[src/rtl/pmc_pkg.sv]
// package: register map, field positions and mode codes of the power mode control block
package pmc_pkg;
  localparam logic [7:0] PMC_OFF_CTRL = 8'h00;
  localparam logic [7:0] PMC_OFF_SCR0 = 8'h04;
  localparam logic [7:0] PMC_OFF_SCR1 = 8'h08;
  localparam logic [7:0] PMC_OFF_SCR2 = 8'h0c;
  localparam logic [7:0] PMC_OFF_SCR3 = 8'h10;
  localparam logic [7:0] PMC_OFF_DPDC = 8'h14;
  localparam int PMC_NUM_SCR = 4;
  localparam int PMC_ADDR_W = 8;
  localparam int PMC_PM_LO = 0;
  localparam int PMC_PM_HI = 2;
  localparam int PMC_BLK_BIT = 3;
  localparam int PMC_LPF_BIT = 8;
  localparam int PMC_DPF_BIT = 11;
  localparam logic [31:0] PMC_RESET_WORD = 32'h0000_0000;
  typedef enum logic [2:0] {
    PMC_PM_ACTIVE = 3'h0,
    PMC_PM_DSLEEP = 3'h1,
    PMC_PM_PDOWN = 3'h2,
    PMC_PM_DPD = 3'h3
  } pmc_mode_t;
  // entry status codes, gray along idle -> low entered -> back to idle; dpd entry flips both bits
  typedef enum logic [1:0] {
    PMC_ST_RUN = 2'b00,
    PMC_ST_LOW = 2'b01,
    PMC_ST_DPD = 2'b11
  } pmc_state_t;
endpackage

[src/rtl/pmc_regs.sv]
// module: power mode control register bank with apb slave and mode entry
//
// Chosen here: register access over APB.
`timescale 1ns/1ns
// ****************************************************************
// power mode control registers
// ****************************************************************
// Summary of operation
// three-bit mode select at bits 2:0, reset zero; zero means active or sleep.
// mode 1 plus wait-for-interrupt enters deep-sleep.
// mode 2 plus wait-for-interrupt enters power-down.
// mode 3 plus wait-for-interrupt enters deep power-down, core off; the code also needs core_deep_sleep_request high, else it enters sleep.
// block bit 3 set refuses deep power-down entry.
// block bit sticks once written one; only power-on reset clears it.
// software writes zeros to reserved bits; they read zero.
// bit 8 flags sleep, deep-sleep or power-down entry; resets zero.
// writing one clears the low-power flag; zero has no effect.
// bit 11 flags deep power-down entry; write one clears it.
// four read/write scratch words at 0x004 to 0x010, reset zero.
// deep power-down control word at 0x014, read/write, reset zero.
// scratch words survive deep power-down; only cold boot resets them.
// control word bits 31:4 retained like the scratch words.
// waking from deep power-down reboots; only retained words survive.
// aligned 32-bit word access over one slave port, one-access reads.
module pmc_regs
  import pmc_pkg::*;
(
  input wire logic pclk,
  input wire logic presetn,
  input wire logic psel,
  input wire logic penable,
  input wire logic pwrite,
  input wire logic [PMC_ADDR_W-1:0] paddr,
  input wire logic [31:0] pwdata,
  output logic [31:0] prdata,
  output logic pready,
  output logic pslverr,
  input wire logic core_deep_sleep_request,
  input wire logic wait_for_interrupt_instr,
  input wire logic reboot_from_dpd,
  output logic [2:0] power_mode_select,
  output logic deep_powerdown_block,
  output logic enter_sleep,
  output logic enter_deep_sleep,
  output logic enter_power_down,
  output logic enter_deep_powerdown,
  output logic [31:0] deep_powerdown_control
);
  // ****************************************************************
  // register state
  // ****************************************************************
  logic [2:0] pm_q, pm_d;
  logic blk_q, blk_d;
  logic lpf_q, lpf_d;
  logic dpf_q, dpf_d;
  logic [31:0] scr_q [PMC_NUM_SCR];
  logic [31:0] scr_d [PMC_NUM_SCR];
  logic [31:0] dpdc_q, dpdc_d;
  logic [31:0] prdata_q, prdata_d;
  logic slverr_q, slverr_d;
  pmc_state_t st_q, st_d;
  logic [3:0] ent_pulse_q, ent_pulse_d;
  logic wr_acc, rd_acc, hit;
  logic go_sleep, go_dsleep, go_pdown, go_dpd;

  // no wait states: every access completes in its first access cycle
  assign pready = 1'b1;
  assign wr_acc = psel & penable & pwrite;
  assign rd_acc = psel & ~penable & ~pwrite;

  always_comb
  begin
    hit = 1'b1;
    unique case (paddr)
      PMC_OFF_CTRL, PMC_OFF_SCR0, PMC_OFF_SCR1, PMC_OFF_SCR2,
      PMC_OFF_SCR3, PMC_OFF_DPDC: hit = 1'b1;
      default: hit = 1'b0;
    endcase
  end

  // ****************************************************************
  // mode entry decode
  // ****************************************************************
  // entry fires in every cycle wait_for_interrupt_instr is high; the block bit only gates dpd
  always_comb
  begin
    go_sleep = 1'b0;
    go_dsleep = 1'b0;
    go_pdown = 1'b0;
    go_dpd = 1'b0;
    if (wait_for_interrupt_instr)
    begin
      unique case (pm_q)
        PMC_PM_DSLEEP: go_dsleep = 1'b1;
        PMC_PM_PDOWN: go_pdown = 1'b1;
        PMC_PM_DPD:
        begin
          // refused entry falls back to ordinary sleep
          if (core_deep_sleep_request && !blk_q)
            go_dpd = 1'b1;
          else
            go_sleep = 1'b1;
        end
        default: go_sleep = 1'b1;
      endcase
    end
  end

  always_comb
  begin
    ent_pulse_d = {go_dpd, go_pdown, go_dsleep, go_sleep};
    if (go_dpd)
      st_d = PMC_ST_DPD;
    else if (go_sleep || go_dsleep || go_pdown)
      st_d = PMC_ST_LOW;
    else
      st_d = PMC_ST_RUN;
  end

  // ****************************************************************
  // retained scratch words
  // ****************************************************************
  // one decoder per word; the stride is the spacing of the word offsets
  for (genvar g = 0; g < PMC_NUM_SCR; g++)
  begin : g_scr
    always_comb
    begin
      scr_d[g] = scr_q[g];
      if (wr_acc && paddr == PMC_OFF_SCR0 + 8'(g) *
        (PMC_OFF_SCR1 - PMC_OFF_SCR0))
        scr_d[g] = pwdata;
    end
  end

  // ****************************************************************
  // register updates
  // ****************************************************************
  always_comb
  begin
    pm_d = pm_q;
    blk_d = blk_q;
    lpf_d = lpf_q;
    dpf_d = dpf_q;
    dpdc_d = dpdc_q;
    prdata_d = prdata_q;
    slverr_d = 1'b0;
    if (wr_acc)
    begin
      unique case (paddr)
        PMC_OFF_CTRL:
        begin
          pm_d = pwdata[PMC_PM_HI:PMC_PM_LO];
          blk_d = blk_q | pwdata[PMC_BLK_BIT];
          if (pwdata[PMC_LPF_BIT])
            lpf_d = 1'b0;
          if (pwdata[PMC_DPF_BIT])
            dpf_d = 1'b0;
        end
        PMC_OFF_DPDC: dpdc_d = pwdata;
        default: slverr_d = 1'b0;
      endcase
    end
    // a set in the same cycle as a write-one clear wins
    if (go_sleep || go_dsleep || go_pdown)
      lpf_d = 1'b1;
    if (go_dpd || reboot_from_dpd)
      dpf_d = 1'b1;
    // reboot after dpd clears only non-retained state
    if (reboot_from_dpd)
    begin
      pm_d = PMC_PM_ACTIVE;
      lpf_d = 1'b0;
    end
    if (rd_acc)
    begin
      unique case (paddr)
        PMC_OFF_CTRL:
          prdata_d = {20'h0_0000, dpf_q, 2'h0, lpf_q, 4'h0, blk_q,
            pm_q};
        PMC_OFF_SCR0: prdata_d = scr_q[0];
        PMC_OFF_SCR1: prdata_d = scr_q[1];
        PMC_OFF_SCR2: prdata_d = scr_q[2];
        PMC_OFF_SCR3: prdata_d = scr_q[3];
        PMC_OFF_DPDC: prdata_d = dpdc_q;
        default: prdata_d = PMC_RESET_WORD;
      endcase
    end
    if (psel && !penable)
      slverr_d = ~hit;
  end

  // retained words reset only by presetn, which is the cold-boot reset
  always_ff @(posedge pclk or negedge presetn)
  begin
    if (!presetn)
    begin
      pm_q <= PMC_PM_ACTIVE;
      blk_q <= 1'b0;
      lpf_q <= 1'b0;
      dpf_q <= 1'b0;
      scr_q <= '{default: PMC_RESET_WORD};
      dpdc_q <= PMC_RESET_WORD;
      prdata_q <= PMC_RESET_WORD;
      slverr_q <= 1'b0;
      st_q <= PMC_ST_RUN;
      ent_pulse_q <= 4'h0;
    end
    else
    begin
      pm_q <= pm_d;
      blk_q <= blk_d;
      lpf_q <= lpf_d;
      dpf_q <= dpf_d;
      scr_q <= scr_d;
      dpdc_q <= dpdc_d;
      prdata_q <= prdata_d;
      slverr_q <= slverr_d;
      st_q <= st_d;
      ent_pulse_q <= ent_pulse_d;
    end
  end

  // ****************************************************************
  // outputs
  // ****************************************************************
  assign prdata = prdata_q;
  assign pslverr = slverr_q & psel & penable;
  assign power_mode_select = pm_q;
  assign deep_powerdown_block = blk_q;
  assign enter_sleep = ent_pulse_q[0];
  assign enter_deep_sleep = ent_pulse_q[1];
  assign enter_power_down = ent_pulse_q[2];
  assign enter_deep_powerdown = ent_pulse_q[3];
  assign deep_powerdown_control = dpdc_q;
endmodule // pmc_regs

[config.mk]
export PLATFORM = sky130hd
export DESIGN_NAME = pmc_regs
export DESIGN_NICKNAME = d
export VERILOG_FILES = /design/src/rtl/pmc_pkg.sv /design/src/rtl/pmc_regs.sv
export SDC_FILE = /design/constraint.sdc
export NUM_CORES = 1
export LEC_CHECK = 0
export BUFFER_PORTS_ARGS = -buffer_cell sky130_fd_sc_hd__clkbuf_2
export CAP_MARGIN = 10
export CORE_MARGIN = 4
export CORE_UTILIZATION = 52
export DETAILED_ROUTE_END_ITERATION = 10
export HOLD_SLACK_MARGIN = 0.05
export PLACE_DENSITY = 0.8
export SYNTH_ARGS = -nofsm -noshare
export SYNTH_HDL_FRONTEND = slang
export SYNTH_SLANG_ARGS = --single-unit
[constraint.sdc]
create_clock -name pclk -period 1.16 [get_ports pclk]
set_input_delay 0.232 -clock pclk [delete_from_list [all_inputs] [get_ports pclk]]
set_output_delay 0.232 -clock pclk [all_outputs]
set_load 0.03 [all_outputs]
Yosys cells after proc, flatten, opt, wreduce, memory -nomap -nowiden. Cells that the tools add are included.

Word-level logic and storage cells: 82. Register bits: 203. Output and inout port bits: 74. Input port bits: 48.

Equality and inequality tests: 8. Bitwise logic cells: 10. Reductions and logical operators: 27. Multiplexer cells: 25.

Operators with widths (count): 32-bit one-hot mux with 6 select lines (1); 1-bit 2-to-1 mux (20); 8-bit by 4-bit == test with 1-bit output, second input constant (2); 8-bit by 5-bit == test with 1-bit output, second input constant (2); 2-bit nonzero test (5); 3-bit 2-to-1 mux (3); 3-bit nonzero test (3); 8-bit by 3-bit == test with 1-bit output, second input constant (1); 8-bit logical NOT (1); 1-bit bitwise AND (6); 3-bit by 2-bit == test with 1-bit output, second input constant (2); 1-bit logical AND (6); 2-bit AND reduction (3); 3-bit AND reduction (2); 6-bit OR reduction (1); 3-bit by 1-bit == test with 1-bit output, second input constant (1); 1-bit logical OR (3); 1-bit NOT (3); 1-bit logical NOT (2); 1-bit one-hot mux with 2 select lines (1); 2-bit OR reduction (1); 1-bit OR (1).

Longest topological paths before layout.
Depth after elaboration: 9. Mapped depth: 8. Gate-level depth less buffers: 4.

Worst setup path before layout. OpenSTA, ideal clock, no wires.

Kind: input to register. From: in paddr[1]. To: reg scr_q[33] in the netlist's numbering. Required time: 1.035 ns. Arrival time: 2.114 ns. Buffers on the path: 3. Stages on the path: 7. Slack: -1.079 ns. Setup time: 0.125 ns. Cell sequence: or4_4 > buf_6 > or3_1 > or3_1 > buf_2 > buf_6 > mux2_4.

Word-level cells in the longest chain between the ends: 2.

RTL lines: from (decl) (line pmc_regs.sv:33) `input wire logic [PMC_ADDR_W-1:0] paddr,`; 8-bit by 4-bit == test with 1-bit output (line pmc_regs.sv:129) `if (wr_acc && paddr == PMC_OFF_SCR0 + 8'(g) *`; 1-bit logical AND (line pmc_regs.sv:129); to (signal assigned) (line pmc_regs.sv:214) `scr_q <= scr_d;`; to (decl) (line pmc_regs.sv:56) `logic [31:0] scr_q [PMC_NUM_SCR];`.

Every way passes these cells. A chain may end at the register's enable or synchronous reset.

Worst setup path in the final report.
From: in paddr[1]. To: reg scr_q[87] in the netlist's numbering.

Same word-level chain as after synthesis.

==> report_table.html <==
<table>
<tr><th>Metric</th><th>Value</th></tr>
<tr><th colspan="2">Status</th></tr>
<tr><td>Result of the run</td><td>finished, violations left</td></tr>
<tr><td>Violations in the final reports</td><td>setup timing</td></tr>
<tr><th colspan="2">Worst hold path</th></tr>
<tr><td>Depth of the worst hold-timing path</td><td>2</td></tr>
<tr><td>Kind of path behind the tightest hold check</td><td>in -&gt; reg</td></tr>
<tr><th colspan="2">STA</th></tr>
<tr><td>Peak Freq</td><td>563 MHz</td></tr>
<tr><td>Max-slew violation total from the final report</td><td>0</td></tr>
<tr><td>Summed negative setup slack over all endpoints</td><td>-106.18 ns</td></tr>
<tr><td>Final setup fails</td><td>273</td></tr>
<tr><td>Relative slew slack</td><td>0.484</td></tr>
<tr><td>Post-layout worst setup margin</td><td>-0.615 ns</td></tr>
<tr><td>Final worst path period need</td><td>1.78 ns</td></tr>
<tr><td>Clock Skews</td><td>0.0116 ns</td></tr>
<tr><td>Unrepaired setup endpoints after global routing</td><td>yes</td></tr>
<tr><td>Number of hold violations in the final report</td><td>0</td></tr>
<tr><td>Transition time at the pin with the least slew margin</td><td>0.774 ns</td></tr>
<tr><td>Period utilization</td><td>1.53</td></tr>
<tr><th colspan="2">Route</th></tr>
<tr><td>DR WL/cell</td><td>23.0 µm</td></tr>
<tr><td>Detail-routed via count per cell</td><td>5.98</td></tr>
<tr><td>Wire length on met1</td><td>roughly 11 mm</td></tr>
<tr><td>Violation count after the first detailed-route iteration</td><td>547</td></tr>
<tr><td>Total vias in the final route</td><td>~6500</td></tr>
<tr><td>DRC violation count after routing</td><td>0</td></tr>
<tr><td>Detailed route wirelength on metal3</td><td>1.58 mm</td></tr>
<tr><td>Top Metal Used</td><td>met4</td></tr>
<tr><td>First-pass iteration count of the detailed router</td><td>5</td></tr>
<tr><td>Remaining antenna violation count</td><td>0</td></tr>
<tr><td>Total length of routed wires</td><td>24.9 mm</td></tr>
<tr><td>Met2 routed wirelength</td><td>12.2 mm</td></tr>
<tr><th colspan="2">Pwr</th></tr>
<tr><td>Switching portion of total power</td><td>0.226</td></tr>
<tr><td>Portion of total power attributed to sequential cells</td><td>0.462</td></tr>
<tr><td>Pleak</td><td>about 6.1 nW</td></tr>
<tr><td>Power spent charging and discharging nets</td><td>3.54 mW</td></tr>
<tr><td>Internal power component</td><td>12.2 mW</td></tr>
<tr><td>Final total power</td><td>15.7 mW</td></tr>
<tr><td>Power Density</td><td>1320 nW/µm²</td></tr>
<tr><td>Portion of total power attributed to combinational logic</td><td>0.064</td></tr>
<tr><td>Clock Power Share</td><td>0.474</td></tr>
<tr><td>Peak supply drop</td><td>1.08 mV</td></tr>
<tr><th colspan="2">Synthesis</th></tr>
<tr><td>Top cell type's share of synthesized area</td><td>0.560</td></tr>
<tr><td>Total standard cell area after synthesis</td><td>9080 µm²</td></tr>
<tr><td>Net count of the mapped netlist</td><td>between 600 and 700</td></tr>
<tr><td>Mapped Cells</td><td>642</td></tr>
<tr><td>Ys async rst share</td><td>1.00</td></tr>
<tr><td>Top cells by count, synth</td><td>203 x sky130_fd_sc_hd__dfrtp_1, 124 x sky130_fd_sc_hd__mux2_2, 60 x sky130_fd_sc_hd__mux2_4</td></tr>
<tr><td>Primary flip-flop cell chosen by synthesis mapping</td><td>sky130_fd_sc_hd__dfrtp_1</td></tr>
<tr><td>Share of the yosys chip area belonging to registers</td><td>0.560</td></tr>
<tr><td>Dominant cells by area after synthesis</td><td>sky130_fd_sc_hd__dfrtp_1 56%, sky130_fd_sc_hd__mux2_2 15%, sky130_fd_sc_hd__mux2_4 9.9%</td></tr>
<tr><td>Count of different cell masters after synthesis</td><td>42</td></tr>
<tr><td>Number of flip-flops and latches in the synthesized netlist</td><td>203</td></tr>
<tr><td>Cell taking the most area after synthesis</td><td>sky130_fd_sc_hd__dfrtp_1</td></tr>
<tr><td>Post-synth EDFFs</td><td>0</td></tr>
<tr><td>Most frequently used cell type in the post-synthesis netlist</td><td>sky130_fd_sc_hd__dfrtp_1</td></tr>
<tr><td>Count of yosys warnings during synthesis</td><td>0</td></tr>
<tr><td>Syn_area_per_cell</td><td>14.1 µm²</td></tr>
<tr><th colspan="2">Final layout</th></tr>
<tr><td>Number of fill cells</td><td>1115</td></tr>
<tr><td>Footprint of the multi-input gates</td><td>3850 µm²</td></tr>
<tr><td>Post-layout util</td><td>0.691</td></tr>
<tr><td>Final #Nets</td><td>890</td></tr>
<tr><td>Design Area, Final</td><td>~12000 µm²</td></tr>
<tr><td>Area of all sequential standard cells</td><td>5080 µm²</td></tr>
<tr><td>Fraction of final layout cells sized beyond drive strength 1</td><td>0.522</td></tr>
<tr><td>Diodes inserted</td><td>0</td></tr>
<tr><td>Synth-to-Final Area Change</td><td>30.8%</td></tr>
<tr><th colspan="2">Global routing</th></tr>
<tr><td>Total grt overflow</td><td>0</td></tr>
<tr><td>Maximum number of pins on one net before global-route repair</td><td>between 40 and 50</td></tr>
<tr><td>Global-route wire length before repair</td><td>39.2 mm</td></tr>
<tr><td>Via count of the first global-routing pass</td><td>7100</td></tr>
<tr><td>Total routing usage reported by global routing</td><td>0.249</td></tr>
<tr><td>Antenna violations before repair</td><td>0</td></tr>
<tr><th colspan="2">Floorplanning</th></tr>
<tr><td>Die H</td><td>140 µm</td></tr>
<tr><td>Starting density of the core</td><td>0.529</td></tr>
<tr><td>Row Count</td><td>48</td></tr>
<tr><td>Placeable core area</td><td>17200 µm²</td></tr>
<tr><td>Die Width</td><td>140 µm</td></tr>
<tr><td>Overall die area</td><td>19600 µm²</td></tr>
<tr><td>Number of top-level pins</td><td>122</td></tr>
<tr><th colspan="2">Setup path</th></tr>
<tr><td>Crit-path most repeated cell</td><td>sky130_fd_sc_hd__or3_4</td></tr>
<tr><td>Logic depth of the worst register-to-register path</td><td>4</td></tr>
<tr><td>Nature of the critical path startpoint</td><td>primary input</td></tr>
<tr><td>CP Data Required Time</td><td>about 1.5 ns</td></tr>
<tr><td>Setup crit end kind</td><td>register</td></tr>
<tr><td>Critical path data arrival time</td><td>2.16 ns</td></tr>
<tr><td>Kind of critical path</td><td>in -&gt; reg</td></tr>
<tr><td>Cell breakdown of the critical path</td><td>buf_6, or4_4, or3_4, or3_4, buf_12, mux2_4</td></tr>
<tr><td>Slowest-stage cell, CP</td><td>sky130_fd_sc_hd__or4_4</td></tr>
<tr><td>Worst-path fanout max</td><td>16</td></tr>
<tr><td>Biggest cell delay along the critical path</td><td>between 0.5 and 0.6 ns</td></tr>
<tr><th colspan="2">Place</th></tr>
<tr><td>Placer's final routability congestion estimate</td><td>0.841</td></tr>
<tr><td>Placed cell areas</td><td>10300 µm²</td></tr>
<tr><td>Pre-CTS setup slack</td><td>-1.21 ns</td></tr>
<tr><td>Detailed placer's ending HPWL</td><td>14.8 mm</td></tr>
<tr><td>PortBufs</td><td>120</td></tr>
<tr><th colspan="2">CTS</th></tr>
<tr><td>TritonCTS clock tree</td><td>built</td></tr>
<tr><td>Number of buffers created by CTS</td><td>22</td></tr>
<tr><td>Library cell used as clock root buffer</td><td>sky130_fd_sc_hd__clkbuf_16</td></tr>
<tr><td>Bufs on Longest Clock Path</td><td>3</td></tr>
<tr><td>Number of sinks handled by clock tree synthesis</td><td>203</td></tr>
<tr><td>Source-to-sink clock delay at the later pin of the worst-skew pair</td><td>0.51 ns</td></tr>
<tr><td>Clock transition at the registers of the reported paths</td><td>~0.060 ns</td></tr>
<tr><td>CTS H-tree lvls</td><td>1</td></tr>
<tr><th colspan="2">Job</th></tr>
<tr><td>Number of max-cap violations</td><td>0</td></tr>
</table>
==> metal layers <==
metal  GRT usage  up-vias
li1            -     2767
met1       0.342     3366
met2       0.404      281
met3      0.0399       58
met4      0.0923        0
met5           0        -
==> area by class of cell <==
| cell class | count | share of cell area |
|---|---|---|
| multi-input cells | 390 | 0.325 |
| flip-flops and latches | 203 | 0.428 |
| inverters | 3 | 0.000948 |
| well taps | 225 | 0.0237 |
| clock buffers | 31 | 0.0578 |
| clock inverters | 9 | 0.00896 |
| repair buffers | 222 | 0.156 |
==> critical path: cells and delay by family <==
family	cells	cell delay, ns
simple gates	3	1.31
buf+inv	2	0.29
mux	1	0.32
==> worst paths after layout <==
| kind | start | end | slack, ns |
|---|---|---|---|
| setup / recovery | paddr[1] | scr_q[87] | -0.62 |
| hold / removal | pwdata[8] | scr_q[40] | 0.06 |
| setup reg to reg | deep_powerdown_control[1] | prdata[1] | -0.24 |
| hold reg to reg | scr_q[4] | scr_q[4] | 0.50 |
| max in group asynchronous | presetn | scr_q[59] | 0.39 |
| min in group asynchronous | presetn | scr_q[25] | 0.22 |
==> cells in the final DEF (no fill, tap or decap), types with 5 or more instances in the layout <==
cell type,n
sky130_fd_sc_hd__a21oi_1,16
sky130_fd_sc_hd__a221o_1,6
sky130_fd_sc_hd__a22o_1,12
sky130_fd_sc_hd__a22oi_1,12
sky130_fd_sc_hd__a32o_1,8
sky130_fd_sc_hd__a32oi_1,6
sky130_fd_sc_hd__buf_12,12
sky130_fd_sc_hd__buf_4,50
sky130_fd_sc_hd__buf_6,14
sky130_fd_sc_hd__buf_8,11
sky130_fd_sc_hd__clkbuf_16,24
sky130_fd_sc_hd__clkbuf_2,105
sky130_fd_sc_hd__clkbuf_8,12
sky130_fd_sc_hd__dfrtp_1,202
sky130_fd_sc_hd__dlygate4sd3_1,22
sky130_fd_sc_hd__mux2_2,124
sky130_fd_sc_hd__mux2_4,60
sky130_fd_sc_hd__mux2i_1,24
sky130_fd_sc_hd__nand2_1,35
sky130_fd_sc_hd__nand2b_1,5
sky130_fd_sc_hd__nor2_1,14
sky130_fd_sc_hd__o211ai_1,12
sky130_fd_sc_hd__o21ai_0,8
==> through the flow <==
step,hold WS (ns),instances
final,0.0604,1083
after global routing,0.0635,1083
after CTS,0.0511,1081
after detailed placement,0.173,999
after global placement,0.171,999
after floorplan,-0.0636,642
==> cells by family (layout without fill, tap and decap cells) <==
family,count (synthesis),in the layout,synth area share
compound gates,94,94,0.0768
buf+inv,49,265,0.0283
flops,203,203,0.560
mux,215,215,0.292
other cells,1,1,0.000413
simple gates,80,80,0.0431
==> timing repair <==
action / CTS / global route
hold buffers: 22 / 0
gates cloned: 5 / 1
gates resized for setup: 61 / 17
endpoints found under the setup margin: 272 / 275
setup buffers: 15 / 1
pin swaps: 4 / 3
hold endpoints to repair: 272 / 0
==> registers in the layout, indices dropped and copies added, names as in the netlist <==
signal / flops
lpf_q: 1
power_mode_select: 3
deep_powerdown_block: 1
dpf_q: 1
prdata: 32
ent_pulse_q: 4
deep_powerdown_control: 32
scr_q: 128
slverr_q: 1
==> power by group through the flow <==
stage,registers [mW],logic [mW],clock network [mW]
after detailed placement,7.37,0.896,0
final,7.25,1.01,7.45
after CTS,7.24,0.988,7.49
after global placement,7.36,0.860,0
after floorplan,7.42,0.328,0
after global routing,7.25,1.08,7.83
No activity file was read; power rests on OpenSTA's default activity.
